==> config.mk <==
export PLATFORM = sky130hd
export DESIGN_NAME = acp_top
export DESIGN_NICKNAME = d
export VERILOG_FILES = /design/src/common/acp_pkg.sv /design/src/logic/acp_clk_div.sv /design/src/logic/acp_top.sv
export SDC_FILE = /design/constraint.sdc
export NUM_CORES = 1
export LEC_CHECK = 0
export CAP_MARGIN = 0
export CORE_MARGIN = 5
export CORE_UTILIZATION = 60
export DETAILED_ROUTE_END_ITERATION = 10
export DONT_BUFFER_PORTS = 1
export PLACE_DENSITY = 0.84
export SLEW_MARGIN = 10
export SYNTH_ARGS = -nofsm -noshare
export SYNTH_HDL_FRONTEND = slang
export SYNTH_SLANG_ARGS = --single-unit
==> constraint.sdc <==
create_clock -name pclk -period 3.36 [get_ports pclk]
set_input_delay 0.336 -clock pclk [delete_from_list [all_inputs] [get_ports pclk]]
set_output_delay 0.336 -clock pclk [all_outputs]
set_load 0.02 [all_outputs]
==> src/common/acp_pkg.sv <==
package acp_pkg;
  localparam int ACP_DATA_W = 8;
  localparam int ACP_CH_NUM = 24;
  // register byte addresses
  localparam logic [11:0] ACP_OFS_CFG = 12'h000;
  localparam logic [11:0] ACP_OFS_PIN_LO = 12'h004;
  localparam logic [11:0] ACP_OFS_PIN_MID = 12'h008;
  localparam logic [11:0] ACP_OFS_PIN_HI = 12'h00C;
  // configuration field positions
  localparam int ACP_CFG_LPC_BIT = 7;
  localparam int ACP_CFG_DIV_LSB = 5;
  localparam int ACP_CFG_LSMP_BIT = 4;
  localparam int ACP_CFG_MODE_LSB = 2;
  localparam int ACP_CFG_CLK_LSB = 0;
  // reset values
  localparam logic [7:0] ACP_RST_CFG = 8'h00;
  localparam logic [7:0] ACP_RST_PIN = 8'h00;
  localparam logic [23:0] ACP_RST_PIN_ALL = 24'h00_0000;
  typedef enum logic [1:0] {
    ACP_DIV_1 = 2'b00,
    ACP_DIV_2 = 2'b01,
    ACP_DIV_4 = 2'b10,
    ACP_DIV_8 = 2'b11
  } acp_div_t;
  typedef enum logic [1:0] {
    ACP_MODE_8B = 2'b00,
    ACP_MODE_RSV1 = 2'b01,
    ACP_MODE_10B = 2'b10,
    ACP_MODE_RSV3 = 2'b11
  } acp_mode_t;
  typedef enum logic [1:0] {
    ACP_SRC_BUS = 2'b00,
    ACP_SRC_BUS_HALF = 2'b01,
    ACP_SRC_ALT = 2'b10,
    ACP_SRC_ASYNC = 2'b11
  } acp_src_t;
endpackage

==> src/logic/acp_clk_div.sv <==
module acp_clk_div
  import acp_pkg::*;
(
  input wire logic pclk,
  input wire logic presetn,
  input wire logic clk_en,
  input wire logic src_tick,
  input wire logic [1:0] div_sel,
  input wire logic restart,
  output logic tick_ff
);
  logic [2:0] cnt_ff;
  logic [2:0] nxt_cnt;
  logic [2:0] limit;

  always_comb begin
    unique case (acp_div_t'(div_sel))
      ACP_DIV_1: limit = 3'd0;
      ACP_DIV_2: limit = 3'd1;
      ACP_DIV_4: limit = 3'd3;
      ACP_DIV_8: limit = 3'd7;
    endcase
    nxt_cnt = (cnt_ff >= limit) ? 3'd0 : cnt_ff + 3'd1;
  end

  always_ff @(posedge pclk or negedge presetn) begin
    if (!presetn) begin
      cnt_ff <= 3'd0;
      tick_ff <= 1'b0;
    end else if (clk_en) begin
      if (restart) begin
        cnt_ff <= 3'd0;
        tick_ff <= 1'b0;
      end else if (src_tick) begin
        cnt_ff <= nxt_cnt;
        tick_ff <= (cnt_ff >= limit);
      end else begin
        tick_ff <= 1'b0;
      end
    end
  end
endmodule // acp_clk_div

==> src/logic/acp_top.sv <==
module acp_top
  import acp_pkg::*;
#(
  parameter logic [23:0] CH_PRESENT = 24'hFF_FFFF
) (
  input wire logic pclk,
  input wire logic presetn,
  input wire logic clk_en,
  input wire logic psel,
  input wire logic penable,
  input wire logic pwrite,
  input wire logic [11:0] paddr,
  input wire logic [31:0] pwdata,
  input wire logic [3:0] pstrb,
  output logic [31:0] prdata,
  output logic pready,
  output logic pslverr,
  input wire logic alternate_clock_source,
  input wire logic internal_async_clock,
  output logic low_power_select,
  output logic long_sample_select,
  output logic [1:0] mode_select,
  output logic mode_10bit,
  output logic mode_reserved,
  output logic converter_clock,
  output logic conversion_abort,
  output logic [23:0] pin_out_tristate,
  output logic [23:0] pin_pullup_off,
  output logic [23:0] pin_input_off
);
  localparam bit HAS_MID = |CH_PRESENT[15:8];
  localparam bit HAS_HI = |CH_PRESENT[23:16];

  // elaboration check: at least one channel must exist
  if (CH_PRESENT == 24'h00_0000) begin : g_no_channel
    $error("acp_top: no analog channel present");
  end

  logic [7:0] cfg_ff;
  logic [23:0] pin_ff;
  logic [31:0] prdata_ff;
  logic pslverr_ff;
  logic abort_ff;
  logic [1:0] alt_sync_ff;
  logic [1:0] async_sync_ff;
  logic alt_prev_ff;
  logic async_prev_ff;
  logic half_ff;
  logic [23:0] dis_ff;
  logic lpc_ff;
  logic lsmp_ff;
  logic [1:0] mode_ff;
  logic m10_ff;
  logic mrsv_ff;

  logic wr_acc;
  logic rd_acc;
  logic hit;
  logic cfg_wr;
  logic src_tick;
  logic div_tick;

  function automatic logic reg_hit(input logic [11:0] a);
    reg_hit = (a == ACP_OFS_CFG) || (a == ACP_OFS_PIN_LO)
           || (HAS_MID && a == ACP_OFS_PIN_MID)
           || (HAS_HI && a == ACP_OFS_PIN_HI);
  endfunction

  assign hit = reg_hit(paddr);
  assign wr_acc = psel && penable && pwrite;
  assign rd_acc = psel && penable && !pwrite;
  assign cfg_wr = wr_acc && hit && pstrb[0] && paddr == ACP_OFS_CFG;

  // register file, byte lane 0 only
  always_ff @(posedge pclk or negedge presetn) begin
    if (!presetn) begin
      cfg_ff <= ACP_RST_CFG;
      pin_ff <= ACP_RST_PIN_ALL;
    end else if (clk_en && wr_acc && hit && pstrb[0]) begin
      unique case (paddr)
        ACP_OFS_CFG: cfg_ff <= pwdata[7:0];
        ACP_OFS_PIN_LO: pin_ff[7:0] <= pwdata[7:0];
        ACP_OFS_PIN_MID: pin_ff[15:8] <= pwdata[7:0];
        ACP_OFS_PIN_HI: pin_ff[23:16] <= pwdata[7:0];
        default: ;
      endcase
    end
  end

  // read data and error answer
  always_ff @(posedge pclk or negedge presetn) begin
    if (!presetn) begin
      prdata_ff <= 32'h0000_0000;
      pslverr_ff <= 1'b0;
    end else if (clk_en) begin
      pslverr_ff <= psel && !penable && !reg_hit(paddr);
      if (psel && !penable && !pwrite) begin
        unique case (paddr)
          ACP_OFS_CFG: prdata_ff <= {24'h00_0000, cfg_ff};
          ACP_OFS_PIN_LO: prdata_ff <= {24'h00_0000, pin_ff[7:0]};
          ACP_OFS_PIN_MID: prdata_ff <= HAS_MID ? {24'h00_0000, pin_ff[15:8]} : 32'h0000_0000;
          ACP_OFS_PIN_HI: prdata_ff <= HAS_HI ? {24'h00_0000, pin_ff[23:16]} : 32'h0000_0000;
          default: prdata_ff <= 32'h0000_0000;
        endcase
      end
    end
  end

  // conversion abort pulse on configuration writes
  always_ff @(posedge pclk or negedge presetn) begin
    if (!presetn)
      abort_ff <= 1'b0;
    else if (clk_en)
      abort_ff <= cfg_wr;
  end

  // field decode
  always_ff @(posedge pclk or negedge presetn) begin
    if (!presetn) begin
      lpc_ff <= 1'b0;
      lsmp_ff <= 1'b0;
      mode_ff <= 2'b00;
      m10_ff <= 1'b0;
      mrsv_ff <= 1'b0;
    end else if (clk_en) begin
      lpc_ff <= cfg_ff[ACP_CFG_LPC_BIT];
      lsmp_ff <= cfg_ff[ACP_CFG_LSMP_BIT];
      mode_ff <= cfg_ff[ACP_CFG_MODE_LSB +: 2];
      m10_ff <= acp_mode_t'(cfg_ff[ACP_CFG_MODE_LSB +: 2]) == ACP_MODE_10B;
      mrsv_ff <= cfg_ff[ACP_CFG_MODE_LSB];
    end
  end

  // pin controls
  always_ff @(posedge pclk or negedge presetn) begin
    if (!presetn)
      dis_ff <= ACP_RST_PIN_ALL;
    else if (clk_en)
      dis_ff <= pin_ff & CH_PRESENT;
  end

  // source clock synchronisers
  always_ff @(posedge pclk or negedge presetn) begin
    if (!presetn) begin
      alt_sync_ff <= 2'b00;
      async_sync_ff <= 2'b00;
      alt_prev_ff <= 1'b0;
      async_prev_ff <= 1'b0;
      half_ff <= 1'b0;
    end else if (clk_en) begin
      alt_sync_ff <= {alt_sync_ff[0], alternate_clock_source};
      async_sync_ff <= {async_sync_ff[0], internal_async_clock};
      alt_prev_ff <= alt_sync_ff[1];
      async_prev_ff <= async_sync_ff[1];
      half_ff <= !half_ff;
    end
  end

  always_comb begin
    unique case (acp_src_t'(cfg_ff[ACP_CFG_CLK_LSB +: 2]))
      ACP_SRC_BUS: src_tick = 1'b1;
      ACP_SRC_BUS_HALF: src_tick = half_ff;
      ACP_SRC_ALT: src_tick = alt_sync_ff[1] && !alt_prev_ff;
      ACP_SRC_ASYNC: src_tick = async_sync_ff[1] && !async_prev_ff;
    endcase
  end

  acp_clk_div u_div (
    .pclk(pclk),
    .presetn(presetn),
    .clk_en(clk_en),
    .src_tick(src_tick),
    .div_sel(cfg_ff[ACP_CFG_DIV_LSB +: 2]),
    .restart(cfg_wr),
    .tick_ff(div_tick)
  );

  assign prdata = prdata_ff;
  assign pready = 1'b1;
  assign pslverr = pslverr_ff;
  assign low_power_select = lpc_ff;
  assign long_sample_select = lsmp_ff;
  assign mode_select = mode_ff;
  assign mode_10bit = m10_ff;
  assign mode_reserved = mrsv_ff;
  assign converter_clock = div_tick;
  assign conversion_abort = abort_ff;
  assign pin_out_tristate = dis_ff;
  assign pin_pullup_off = dis_ff;
  assign pin_input_off = dis_ff;
endmodule // acp_top

# Word level (Yosys, flattened, before mapping)
# Index checks and enable logic that the tools add are counted.
[op_classes] n_reduce_logical=32 n_addsub=1 muxes=8 eq_ne=10 n_lt_le_gt_ge=1
[ops] cell="$pmux 8 s4" count=1
[ops] cell="$eq 12x4->1 const B" count=2
[ops] cell="$logic_and 1x1->1" count=13
[ops] cell="$eq 12x3->1 const B" count=1
[ops] cell="$logic_not 12->1" count=1
[ops] cell="$pmux 3 s4" count=1
[ops] cell="$reduce_and 2->1" count=6
[ops] cell="$eq 2x2->1 const B" count=5
[ops] cell="$mux 3" count=3
[ops] cell="$logic_not 1->1" count=6
[ops] cell="$eq 2x1->1 const B" count=2
[ops] cell="$logic_not 2->1" count=2
[ops] cell="$pmux 1 s4" count=1
[ops] cell="$add 3x1->3 const B" count=1
[ops] cell="$ge 3x3->1" count=1
[ops] cell="$logic_or 1x1->1" count=3
[ops] cell="$mux 1" count=2
[ops] cell="$reduce_bool 2->1" count=1
[totals] in_bits=56 elab_cells=72 register_bits=107 output_inout_bits=114

# Longest topological paths before layout
# Gate-level depths: netlist of the first run.
[logic_depth] depth_word=9 depth_mapped=7 mapped_depth_nobuf=7

# Hierarchy
# From an unflattened synthesis of the first run, not the netlist that was laid out.
[hier_totals] hier_cells=324 hier_area_um2=4126.5
[by_module_without_submodules] mod="acp_top" instances=1 seq_area_each_um2=1951.9 cells_per_inst=292 area_each_um2=3837.4
[by_module_without_submodules] mod="acp_clk_div" instances=1 seq_area_each_um2=100.1 cells_per_inst=32 area_each_um2=289.0

# Least setup slack after synthesis of the first run
# No wires, ideal clock.
[synth_path] kind="reg2reg" from="register cfg_ff[6]" to="register u_div.cnt_ff[2]" path_stages_with_launch=8 path_slack_ns=1.437 required_time_ns=3.295 setup_ns=0.065 arrival_ns=1.857 synth_period_minus_slack_ns=1.923 n_path_buf=0 path_cell_list="dfrtp_1 or2_2 ha_1 nand2b_1 a21o_1 a211o_2 o2bb2ai_1 a22o_1"
[synth_via] elab_chain_cells=6 elab_cells_between_ends=9 cone_classes="1 x order compare; 3 x eq/ne; 4 x mux; 1 x reduce/logical"
[synth_rtl] item="start, declared" line="acp_top.sv:39" rtl="logic [7:0] cfg_ff;"
[synth_rtl] item="start signal, assigned" line="acp_top.sv:81" rtl="ACP_OFS_CFG: cfg_ff <= pwdata[7:0];"
[synth_rtl] item="$eq 2x2->1, or another cell as far along" line="acp_clk_div.sv:17" rtl="unique case (acp_div_t'(div_sel))"
[synth_rtl] item="$pmux 3 s4 *" line="acp_clk_div.sv:17"
[synth_rtl] item="$ge 3x3->1 *" line="acp_clk_div.sv:23" rtl="nxt_cnt = (cnt_ff >= limit) ? 3'd0 : cnt_ff + 3'd1;"
[synth_rtl] item="$mux 3 *" line="acp_clk_div.sv:23"
[synth_rtl] item="$mux 3 *" line="acp_clk_div.sv:34" rtl="end else if (src_tick) begin"
[synth_rtl] item="$mux 3 *" line="acp_clk_div.sv:31" rtl="if (restart) begin"
[synth_rtl] item="end signal, assigned" line="acp_clk_div.sv:35" rtl="cnt_ff <= nxt_cnt;"
[synth_rtl] item="end, declared" line="acp_clk_div.sv:12" rtl="logic [2:0] cnt_ff;"
# Every way passes the cells marked *; elsewhere a longest branch is shown, timed or not. The select of a mux whose other input is x is not followed.
# A chain may end at the register's enable or synchronous reset.

# Worst setup path in the final report of the first run
# Same ends and word-level chain as after synthesis.

==> metrics list, run 1 <==
* GRT Total Usage: 19.03%
- During placement, the flow inserted port buffers numbering 0.
* Standard cell area after detailed placement: 3692 um^2
- Counting every instance in the synthesized netlist gives 323.
* Sequential fraction of the synthesis area: 50.05%
- The top cell types in the final layout, fill and taps aside, are 82 x dfrtp_1, 65 x mux2_2, 25 x conb_1.
- Clk network pwr share: 40.3%
* Overall power: 1853 uW
* Worst Hold Launch: clk_en
- The run finished with clean final reports.
* Starting DRC count in detailed routing: 184
- Sw frac: 24.94%
* Fin crit period: 2.077 ns
* Hold slack final: 0.07465 ns
* First-pass GRT wire length: 12370 um
- Number of antenna violations at the first check in global routing: 0
* RD Place Congestion: 0.7540
- Length in cells of the worst reg-to-reg path: 7
* Via count normalized by instance count: 5.945
- Effective utilization at floorplan: 61.02%
* Routed WL per cell: 21.10 um
* Slew margin rel.: 45.96%
* Top cell type by total area after synthesis: dfrtp_1
* Via Count: 2152
* Finished layout cell area: 3936 um^2
- Count of filler cells inserted in the layout: 541
- Via count of the first global-routing pass: 2281
- At the worst endpoint, the arrival time is 2.36 ns.
- Layout cells sized above 1: 35.82%
- Max-capacitance violation count: 0
- The cell area that synthesis handed to floorplanning was 4100 um^2.
* Largest stage delay, worst path: 0.45 ns
- Req. time, crit path: 3.64 ns
- The HPWL after detailed placement is 5144 um.
- Worst hold path depth: 1
- Capture endpoint of the worst hold path: half_ff$_DFFE_PN0P_
- Critical-path maximum fanout: 5
- Max-slew violation count: 0
* Proportion of power drawn by flip-flops and latches: 54.9%
* First drt pass iteration count: 5
* Least-Margin Pin Slew: 0.8089 ns
- CP Launch Type: register
- Across the VDD grid, the largest voltage drop is 268.1 uV.
- The signal on the critical path passes through or2_2 > ha_1 > nand2b_1 > a21o_1 > a211o_2 > o2bb2ai_1 > a22o_1.
- The H-tree was split into 3 levels.
* Sum of negative setup slack: 0 ns
- Critical-path top delay cell: dfrtp_1
- Overall routed net length: 7639 um
- On the final layout, the worst clock skew is 0.01501 ns.
* Post-synth ARST share: 100.0%
- Maximum number of pins on one net before global-route repair: 83
- In the global route stage, met3 resource usage came out at 7.555%.
- Setup repair after global routing missed its margin: no
- The detail route stage leaves a number of antenna-violating nets equal to 0.
- Start-to-end type of the worst setup path: register to register
- Row cnt: 30
* Cells resized by post-CTS repair: 0
- Synthesized flop and latch total: 82
* Main synth FF type: dfrtp_1
- In the post-synthesis netlist, the biggest area contributors are dfrtp_1 50%, mux2_2 18%, buf_4 14%.
* Met2 usage: 30.69%
- The longest clock path from root to sink contains 2 buffers.
* Internal: 1391 uW
- Critical R2R Launch: cfg_ff[6]$_DFFE_PN0P_
- Pleak: 0.001946 uW
* Core region area: 6719 um^2
* DRC Markers: 0
- Final count of hold timing violations: 0
- The clock reaches the later pin of the worst-skew pair after 0.35 ns.
- From synthesis to final layout, the design area changed by -3.997%.
* Most heavily used metal layer in global routing: met2
* Synth Area per Inst: 12.69 um^2
* Number of flops mapped to enable cells by yosys: 0
* Gr ovfl total: 0
* Die X-Extent: 92.67 um
* Top-area cell type share of the netlist area: 50.05%
- The number of clock buffers added by TritonCTS is 9.
* Antenna Cells: 0
- Sw Pwr: 462.0 uW
* Reg2Reg Setup Slack: 1.28 ns
- Root cell of the clock tree: clkbuf_8
- The worst register-to-register path ends at u_div.cnt_ff[2]$_DFFE_PN0P_.
- Sinks on the clock net: 82
* Die height: 92.67 um
- STA classifies the critical path endpoint as a register.
- The die covers 8587 um^2.
- The library cell used most frequently in the layout, excluding fill and tap cells, is dfrtp_1.
- In the final design database the tool counted 337 nets.
- During I/O placement, the number of pins put on the boundary was 170.
- CTS clk-pin slew, worst paths: 0.09 ns
* F_max: 481.4 MHz
* Tightest Hold Check Type: input port to register
- Placed cell count: 344
- For this run, global-route usage on met1 was measured as 22.50%.
* Number of library cell types mapped by synthesis: 40
- Final period utilization: 61.82%
- Yosys printed 0 warnings.
- For this run, the number of standard cells in the final layout without fillers is 362.
- Comb pwr share: 4.8%
- For this design the ratio of total power to cell area is 470.7 nW/um^2.
* Number of failing setup endpoints in the final timing report: 0
- TritonCTS built the clock tree.
[cell usage after synthesis, types with 2 or more instances]
cell type and number:
nand3_1 2, inv_1 8, nor2_1 3, and4_1 2
nand3b_1 3, buf_1 2, mux2_2 65, clkbuf_1 4
mux2_4 9, nor4_2 2, buf_4 75, a222oi_1 8
and2_1 2, nand2_1 14, conb_1 2, nand2b_1 2
dfrtp_1 82, nor2b_1 3, o21ai_0 11, ha_1 4
[what timing repair did]
action / CTS / global route
hold buffers: 2 / 0
endpoints found under the hold margin: 82 / 0
setup buffers: 0 / 0
[how the worst max path moves through the flow]
stage	from	endpoint	slack, ns	cells after the start
after global routing	cfg_ff[6]$_DFFE_PN0P_	u_div.cnt_ff[0]$_DFFE_PN0P_	1.17	7
final	cfg_ff[6]$_DFFE_PN0P_	u_div.cnt_ff[2]$_DFFE_PN0P_	1.28	7
after CTS	cfg_ff[6]$_DFFE_PN0P_	u_div.cnt_ff[2]$_DFFE_PN0P_	1.27	7
after detailed placement	paddr[9]	pin_ff[2]$_DFFE_PN0P_	1.11	4
after global placement	paddr[9]	pin_ff[0]$_DFFE_PN0P_	1.14	4
after floorplan	cfg_ff[6]$_DFFE_PN0P_	u_div.cnt_ff[2]$_DFFE_PN0P_	1.44	7
[routing by layer]
layer  share of wire, %  routed length (um)
met1                 37                2852
met2                 51                3900
met3                 10                 773
met4                1.5                 113
met5                  0                   0
[critical path, delay by kind of cell (launching register included)]
kind / cells / cell delay (ns)
compound gates: 4 / 0.85
simple gates: 2 / 0.46
flops: 1 / 0.45
fa+ha+maj: 1 / 0.27
[logic make-up after synthesis]
kind of cell	count (synthesis)	synth area share (%)
other	2	0.1832
DFF	82	50.05
AOI/OAI and AO/OA	29	5.249
buffers and inverters	91	15.41
muxes	74	21.15
adders and majority gates	4	1.221
xor gates and xnor gates	1	0.2136
and+or+nand+nor	40	6.530
[state kept, by name (all words and copies together), names as in the netlist]
| register | flops |
|---|---|
| alt_prev_ff | 1 |
| alt_sync_ff | 2 |
| async_prev_ff | 1 |
| async_sync_ff | 2 |
| cfg_ff | 8 |
| conversion_abort | 1 |
| half_ff | 1 |
| long_sample_select | 1 |
| low_power_select | 1 |
| mode_10bit | 1 |
| mode_select | 2 |
| pin_ff | 24 |
| pin_input_off | 24 |
| prdata | 8 |
| pslverr | 1 |
| u_div.cnt_ff | 3 |
| u_div.tick_ff | 1 |
[metrics by stage]
| step | setup WS (ns) | utilization [%] |
|---|---|---|
| after floorplan | 1.437 | - |
| after global placement | 1.142 | 54.95 |
| after detailed placement | 1.114 | 54.95 |
| after CTS | 1.269 | 58.58 |
| after global routing | 1.167 | 58.58 |
| final | 1.283 | 58.58 |
[layout make-up]
class	count	area [um^2]	area share (%)
clock buffer	9	123.9	3.147
timing repair buffer	3	45.04	1.144
tap	80	100.1	2.543
multi-input combinational	173	1503	38.18
sequential	82	2052	52.13
clock inverter	7	82.58	2.098
inverter	8	30.03	0.7629
[power by group through the flow]
stage	Sequential, uW	Combinational (uW)	Clock [uW]
3_3_place_gp	1040	63.4	0
2_1_floorplan	1030	92.1	0
5_1_grt	1020	100	804
4_1_cts	1020	89.9	762
6_report	1020	88.7	747
3_5_place_dp	1040	65.0	0
Note: power is estimated with default switching activity, not from simulation.
==> run 2: changes to the inputs <==
--- a/config.mk
+++ b/config.mk
@@ -5,6 +5,7 @@
 export SDC_FILE = /design/constraint.sdc
 export NUM_CORES = 1
 export LEC_CHECK = 0
+export ABC_AREA = 1
 export CAP_MARGIN = 0
 export CORE_MARGIN = 5
 export CORE_UTILIZATION = 60
==> constraint.sdc (replaced) <==
create_clock -name pclk -period 2 [get_ports pclk]
set_input_delay 0.2 -clock pclk [delete_from_list [all_inputs] [get_ports pclk]]
set_output_delay 0.2 -clock pclk [all_outputs]
set_load 0.02 [all_outputs]
==> metrics list, run 2 <==
- The run finished, with violations left.
- Violations in the final reports: negative hold slack
- Fin crit period: 1.640 ns (-0.4373 ns)
* Length in cells of the worst reg-to-reg path: 8 (+1)
- The number of cell rows came to 31 (+3.3%).
- The largest driver fanout on the critical path was 5 (unchanged).
- Critical R2R Launch: cfg_ff[6]$_DFFE_PN0P_
* Post-synth ARST share: 100.0% (unchanged)
* Pleak: 0.002292 uW (+18%)
- Core region area: 7176 um^2 (+6.8%)
* Peak supply drop: 359.6 uV (+34%)
- Commonest cells after routing, fill and taps aside: 158 x nand2_1, 82 x dfrtp_1, 40 x nand3_1
- Top cell type by total area after synthesis: dfrtp_1
* H-tree depth: 3 (unchanged)
- The starting utilization of the core area is 61.26% (+0.23 points).
- Sequential fraction of the synthesis area: 46.68% (-3.4 points)
* Number of antenna violations at the first check in global routing: 0 (unchanged)
* Tightest Hold Check Type: input port to asynchronous set/reset pin
- The total of max-cap violations came to 0 (unchanged).
* RD Place Congestion: 0.9078 (+20%)
- The worst setup path is launched from a register.
* Via count normalized by instance count: 5.294 (-11%)
- Post-CTS setup repair buffer count: 0 (unchanged)
- Gr ovfl total: 0 (unchanged)
* Final period utilization: 82.00% (+20 points)
- Most frequent cells after synthesis: 158 x nand2_1, 82 x dfrtp_1, 76 x buf_4, 40 x nand3_1, 30 x inv_1
- Antenna Cells: 0 (unchanged)
- The worst setup path is captured at a register.
- The area share of the largest cell type after synthesis was 46.68% (-3.4 points).
- Start-to-end type of the worst setup path: register to register
* Count of filler cells inserted in the layout: 612 (+13%)
* Biggest area contributors in the synthesized netlist: dfrtp_1 47%, nand2_1 13%, buf_4 13%
- Reg-to-reg endpoint: u_div.cnt_ff[0]$_DFFE_PN0P_
- Total power density per cell area: 761.6 nW/um^2 (+62%)
* Slew margin rel.: 25.89% (-20 points)
- Number of flops mapped to enable cells by yosys: 0 (unchanged)
- The largest net degree at the start of global routing is 83 (unchanged).
- The overall fraction of global-route tracks in use is 21.57% (+2.5 points).
- The highest clock rate came to 609.8 MHz (+27%).
* DRC Markers: 0 (unchanged)
* Synth Area per Inst: 8.670 um^2 (-32%)
* Yosys synthesis warning count: 0 (unchanged)
* Max-slew violation count: 0 (unchanged)
* Antenna violation net count after detailed routing: 0 (unchanged)
- The number of hold violations in the final report was 82 (+82).
- The port buffer count came to 0 (unchanged).
- Overall power: 3283 uW (+77%)
* Sinks on the clock net: 82 (unchanged)
- The total iterations of the first detailed-routing run was 5 (unchanged).
- Root cell of the clock tree: clkbuf_8
- Library cell with the highest instance count after synthesis: nand2_1
- The routed length per instance was 16.53 um (-22%).
- CTS tree: built
- The wire length of the first global-routing pass was 14830 um (+20%).
- The post-synth design cell area came to 4395 um^2 (+7.2%).
- The half-perimeter wire length of the detailed placement result came to 6547 um (+27%).
* Starting DRC count in detailed routing: 216 (+17%)
- The number of endpoints failing setup at the final stage was 0 (unchanged).
* Reg2Reg Setup Slack: 0.36 ns (-0.92 ns)
* CTS clk-pin slew, worst paths: 0.09 ns (about the same)
* Later-pin clock latency in the skew report: 0.36 ns (about the same)
- The height of the chip was 95.59 um (+3.2%).
* Most common library cell in the layout ignoring fill and taps: nand2_1
- Hold slack final: -0.4711 ns (-0.5458 ns)
- The synthesis-stage register bit count was 82 (unchanged).
- The global routing stage identified its most utilized layer as met2.
* Setup repair after global routing missed its margin: no
* Cells resized by post-CTS repair: 0 (unchanged)
- I/O pin count: 170 (unchanged)
- The gate count after technology mapping is 507 (+57%).
- Compared with the post-synthesis result, the final layout area differs by -1.936%.
- The via count of the first global-routing pass came to 2943 (+29%).
- Arrival time reported for the critical path endpoint: 1.93 ns (-0.43 ns)
- The endpoint required time on the critical path is 2.29 ns (-1.35 ns).
- Die X-Extent: 95.59 um (+3.2%)
- The met1 global-route usage was 28.72% (+6.2 points).
- The fraction of layout cells with a size suffix above 1 came to 13.77% (-22 points).
- GRT met3 Usage: 7.577% (+0.022 points)
* Number of buffers inserted by hold repair at cts: 12 (+10)
* Full die area: 9137 um^2 (+6.4%)
- The distinct cell type count of the synthesized netlist is 36 (-10%).
- Main synth FF type: dfrtp_1
* Number of nets in the finished design: 527 (+56%)
* Worst clock skew: 0.009805 ns (-0.005201 ns)
- Met2 usage: 32.48% (+1.8 points)
- Num CTS Buffers: 9 (unchanged)
- Least-Margin Pin Slew: 1.108 ns (+0.2992 ns)
* Sum of negative setup slack: 0 ns (unchanged)
- The final wirelength was 9440 um (+24%).
- The buffer levels on the longest clock path is 2 (unchanged).
- Via Count: 3023 (+40%)
==> run 2: logic make-up after synthesis <==
group                    count (synthesis)  synth area share (%)
flip-flops                              82                 46.68
adder cells (fa/ha/maj)                  4                 1.139
XOR/XNOR                                 2                0.3986
other                                    2                0.1709
AO/OA/AOI/OAI                           58                 8.226
buffers and inverters                  124                 18.13
AND/OR/NAND/NOR                        235                 25.25
==> run 2: through the flow <==
stage | instance area (um^2) | util, % | setup WS (ns) | cells | hold slack (ns)
after CTS | 4310 | 60.07 | 0.3448 | 571 | -0.4855
after global routing | 4310 | 60.07 | 0.2360 | 571 | -0.4938
final | 4310 | 60.07 | 0.3601 | 571 | -0.4711
after floorplan | 4482 | - | 0.5626 | 530 | -0.09559
after global placement | 3963 | 55.22 | 0.4654 | 543 | -0.09262
after detailed placement | 3963 | 55.22 | 0.3666 | 543 | -0.09409
==> run 2: area by class of cell <==
type	instances	area [um^2]	area share, %
Inverter	35	131.4	3.048
Sequential cell	82	2052	47.61
Tap cell	99	123.9	2.874
Multi-Input combinational cell	324	1633	37.88
Clock buffer	10	137.6	3.193
Timing Repair Buffer	15	142.6	3.309
Clock inverter	6	90.09	2.090
==> run 2: worst max-delay path, stage by stage, from the launching register on <==
cell and delay (ns):
dfrtp_1 0.44, or2_2 0.31, ha_1 0.27, nand3_1 0.08
o211a_1 0.18, nand2_1 0.06, inv_1 0.08, nand3_1 0.08
nand2_1 0.06
==> run 2: worst max-delay path by stage <==
stage                                     start                     endpoint  slack [ns]  cells after the start
final                     cfg_ff[6]$_DFFE_PN0P_  u_div.cnt_ff[0]$_DFFE_PN0P_        0.36                      8
after global routing      cfg_ff[6]$_DFFE_PN0P_  u_div.cnt_ff[0]$_DFFE_PN0P_        0.24                      8
after CTS                 cfg_ff[6]$_DFFE_PN0P_  u_div.cnt_ff[0]$_DFFE_PN0P_        0.34                      8
after detailed placement  cfg_ff[6]$_DFFE_PN0P_  u_div.cnt_ff[0]$_DFFE_PN0P_        0.37                      8
after global placement                 paddr[7]       pin_ff[10]$_DFFE_PN0P_        0.47                      6
after floorplan           cfg_ff[6]$_DFFE_PN0P_  u_div.cnt_ff[0]$_DFFE_PN0P_        0.56                      8
==> run 2: per-layer routing <==
layer / part of all wire, % / routed length, um / up-vias
li1: - / - / 1430
met1: 43 / 4025 / 1434
met2: 45 / 4232 / 145
met3: 11 / 1032 / 14
met4: 1.6 / 149 / 0
met5: 0 / 0 / -
==> run 2: report_power, final <==
group | total (uW) | leakage [uW] | switching, uW | internal [uW]
Sequential | 1750 | 0.00108 | 62.5 | 1690
Combinational | 171 | 0.00110 | 125 | 46.5
Clock | 1360 | 0.000112 | 619 | 739
Total | 3280 | 0.00229 | 807 | 2480
==> run 3: changes to the inputs <==
--- a/config.mk
+++ b/config.mk
@@ -8,10 +8,10 @@
 export ABC_AREA = 1
 export CAP_MARGIN = 0
 export CORE_MARGIN = 5
-export CORE_UTILIZATION = 60
+export CORE_UTILIZATION = 57
 export DETAILED_ROUTE_END_ITERATION = 10
 export DONT_BUFFER_PORTS = 1
-export PLACE_DENSITY = 0.84
+export PLACE_DENSITY = 0.83
 export SLEW_MARGIN = 10
 export SYNTH_ARGS = -nofsm -noshare
 export SYNTH_HDL_FRONTEND = slang
==> constraint.sdc (replaced) <==
create_clock -name pclk -period 1.4 [get_ports pclk]
set_input_delay 0.14 -clock pclk [delete_from_list [all_inputs] [get_ports pclk]]
set_output_delay 0.14 -clock pclk [all_outputs]
set_load 0.02 [all_outputs]
==> metrics list, run 3 (synthesized netlist as in run 2, its figures left out) <==
* Arrival time reported for the critical path endpoint: 1.69 ns (-0.24 ns)
- The worst setup slack for register-to-register paths is -0.04 ns (-0.40 ns).
- Violations in the final reports: negative hold slack, negative setup slack
- Pleak: 0.002400 uW (+4.7%)
- The filler cell count was 718 (+17%).
- The met1 routed wirelength after detailed routing is 4181 um (+3.9%).
* Start-to-end type of the worst setup path: register to register
* CTS clk-pin slew, worst paths: 0.08 ns (about the same)
- Overall routed net length: 9240 um (-2.1%)
* Later-pin clock latency in the skew report: 0.35 ns (about the same)
* Clk buf depth: 2 (unchanged)
- GRT Total Usage: 20.53% (-1.0 points)
- CP Launch Type: register
* Buffers & Inverters on Critical Path: 1 (unchanged)
- Buffers on Ports: 0 (unchanged)
- The worst hold slack came to -0.5246 ns (-0.05343 ns).
- First-pass GRT wire length: 15730 um (+6.0%)
- The placer congestion estimate is 0.8735 (-3.8%).
- The number of hold buffers added after CTS came to 12 (unchanged).
- Commonest cells after routing, fill and taps aside: 157 x nand2_1, 82 x dfrtp_1, 36 x nand3_1
- The remaining global-route overflow is 0 (unchanged).
- Fin crit period: 1.443 ns (-0.1972 ns)
- The filler-free cell count of the finished design was 596 (+4.4%).
- The endpoint identified for the worst register-to-register timing path is u_div.cnt_ff[0]$_DFFE_PN0P_.
- The routed length per instance was 15.50 um (-6.2%).
* F_max: 693.1 MHz (+14%)
* Placed cell count: 568 (+4.6%)
- The final cell utilization of the core was 59.56% (-0.51 points).
- The height of the chip was 97.82 um (+2.3%).
- The run finished, with violations left.
- The largest net degree at the start of global routing was 83 (unchanged).
- The I/O pin count came to 170 (unchanged).
- Setup repair after global routing missed its margin: yes
- TritonCTS built the clock tree.
- Highest routing layer actually used: met4
* DRC Markers: 0 (unchanged)
- The clock buffer count from CTS was 9 (unchanged).
- The library cell used most frequently in the layout, excluding fill and tap cells, is nand2_1.
- The number of routed nets with antenna violations came to 0 (unchanged).
- The share of the cycle needed by the critical path after routing came to 103.1% (+21 points).
- The number of hold violations in the final report is 82 (unchanged).
* Max-capacitance violation count: 0 (unchanged)
- WL met2: 4250 um (+0.43%)
- Slew margin rel.: 60.90% (+35 points)
- Total power density per cell area: 992.0 nW/um^2 (+30%)
- Row cnt: 32 (+3.2%)
- Length in cells of the worst reg-to-reg path: 8 (unchanged)
* Critical-path top delay cell: dfrtp_1
- The total die area was 9568 um^2 (+4.7%).
* Critical R2R Launch: cfg_ff[5]$_DFFE_PN0P_
- Req. time, crit path: 1.65 ns (-0.64 ns)
- The worst IR drop on VDD was 784.6 uV (+120%).
- The number of clock sinks seen by CTS was 82 (unchanged).
- On the critical path the largest part of the delay comes from simple AND/OR/NAND/NOR gates.
- Layout cells sized above 1: 19.23% (+5.5 points)
- Effective utilization at floorplan: 57.78% (-3.5 points)
- The number of inserted diodes is 0 (unchanged).
* Least-Margin Pin Slew: 0.5865 ns (-0.5216 ns)
* Root cell of the clock tree: clkbuf_8
- Worst clock skew: 0.007377 ns (-0.002429 ns)
* Routed wl met3: 637 um (-38%)
- Via count normalized by instance count: 5.065 (-4.3%)
- The area growth from synthesis to layout is 3.074%.
- The setup fix buffers added after clock tree synthesis came to 0 (unchanged).
- The signal on the critical path passes through or2_4 > ha_4 > nand3_2 > o211a_1 > nand2_1 > inv_2 > nand3_2 > nand2_1.
- Number of antenna violations at the first check in global routing: 0 (unchanged)
* Core region area: 7607 um^2 (+6.0%)
- The number of nets at the end of the flow was 549 (+4.2%).
* Minimum setup slack after placement: -0.08470 ns (-0.4513 ns)
- H-tree depth: 3 (unchanged)
* Largest stage delay, worst path: 0.40 ns (-0.04 ns)
- The total iterations of the first detailed-routing run came to 4 (-1).
- The die span in x came to 97.82 um (+2.3%).
- Starting DRC count in detailed routing: 143 (-34%)
- The largest driver fanout on the critical path came to 3 (-2).
- Worst-case setup margin in the final layout: -0.04272 ns (-0.4028 ns)
- The count of final max-slew check failures was 0 (unchanged).
* Tightest Hold Check Type: input port to asynchronous set/reset pin
* Critical Path Sink Type: register
* Via count of the first global-routing pass: 3051 (+3.7%)
- The half-perimeter wire length of the detailed placement result came to 6690 um (+2.2%).
- The number of endpoints failing setup at the final stage came to 3 (+3).
- Via Count: 3019 (-0.13%)
run 3: cell types whose count changed in the layout (fill, tap and decap cells not counted), moves of 2 or more:
cell	previous run	this run
clkinvlp_4	1	3
ha_1	4	2
nand3_2	1	5
buf_12	0	3
ha_4	0	2
buf_4	3	23
clkinv_4	2	0
nand3_1	40	36
run 3: cell type report:
cell class                 count  area (um^2)  share of cell area (%)
clock inverter                 6        66.31                   1.464
inverter                      35        131.4                   2.900
sequential                    82         2052                   45.29
timing repair buffer          37        342.8                   7.567
clock buffer                  10        127.6                   2.817
tap                          102        127.6                   2.817
multi-input combinational    324         1683                   37.14
run 3: routing by layer:
metal	vias to the layer above	track usage, %
li1	1469	-
met1	1441	29.31
met2	98	30.73
met3	11	4.357
met4	0	8.094
met5	-	0
run 3: worst max path at each step:
stage                                startpoint                     endpoint  slack [ns]  depth (start not counted)
final                     cfg_ff[5]$_DFFE_PN0P_  u_div.cnt_ff[0]$_DFFE_PN0P_       -0.04                          8
after global routing      cfg_ff[6]$_DFFE_PN0P_  u_div.cnt_ff[0]$_DFFE_PN0P_       -0.16                          8
after CTS                 cfg_ff[5]$_DFFE_PN0P_  u_div.cnt_ff[2]$_DFFE_PN0P_       -0.04                          8
after detailed placement  cfg_ff[6]$_DFFE_PN0P_  u_div.cnt_ff[0]$_DFFE_PN0P_       -0.08                          8
after global placement    cfg_ff[6]$_DFFE_PN0P_  u_div.cnt_ff[2]$_DFFE_PN0P_       -0.02                          8
after floorplan           cfg_ff[6]$_DFFE_PN0P_  u_div.cnt_ff[2]$_DFFE_PN0P_        0.01                          8
run 3: metrics by stage:
step                area, um^2  total power (uW)  TNS (ns)
finish                    4531              4494   -0.1210
floorplan                 4484              2817         0
detailed placement        4159              2775   -0.2417
CTS                       4516              4532   -0.1137
global placement          4159              2767  -0.07034
global route              4531              4702   -0.5297
run 3: worst register-to-register path, stage by stage (launching register included):
cell     delay (ns)
dfrtp_1        0.40
or2_4          0.26
ha_4           0.26
nand3_2        0.04
o211a_1        0.13
nand2_1        0.07
inv_2          0.06
nand3_2        0.06
nand2_1        0.05
run 3: power by group:
group / internal [uW] / total [uW] / switching (uW)
sequential: 2420 / 2450 / 35.6
clock: 828 / 1710 / 886
combinational: 86.8 / 329 / 243
total: 3330 / 4490 / 1160
run 3: what timing repair did:
action / in CTS / in global routing
setup endpoints to repair: 3 / 4
resized for setup: 6 / 2
endpoints found under the hold margin: 135 / 82
pin swaps: 4 / 2
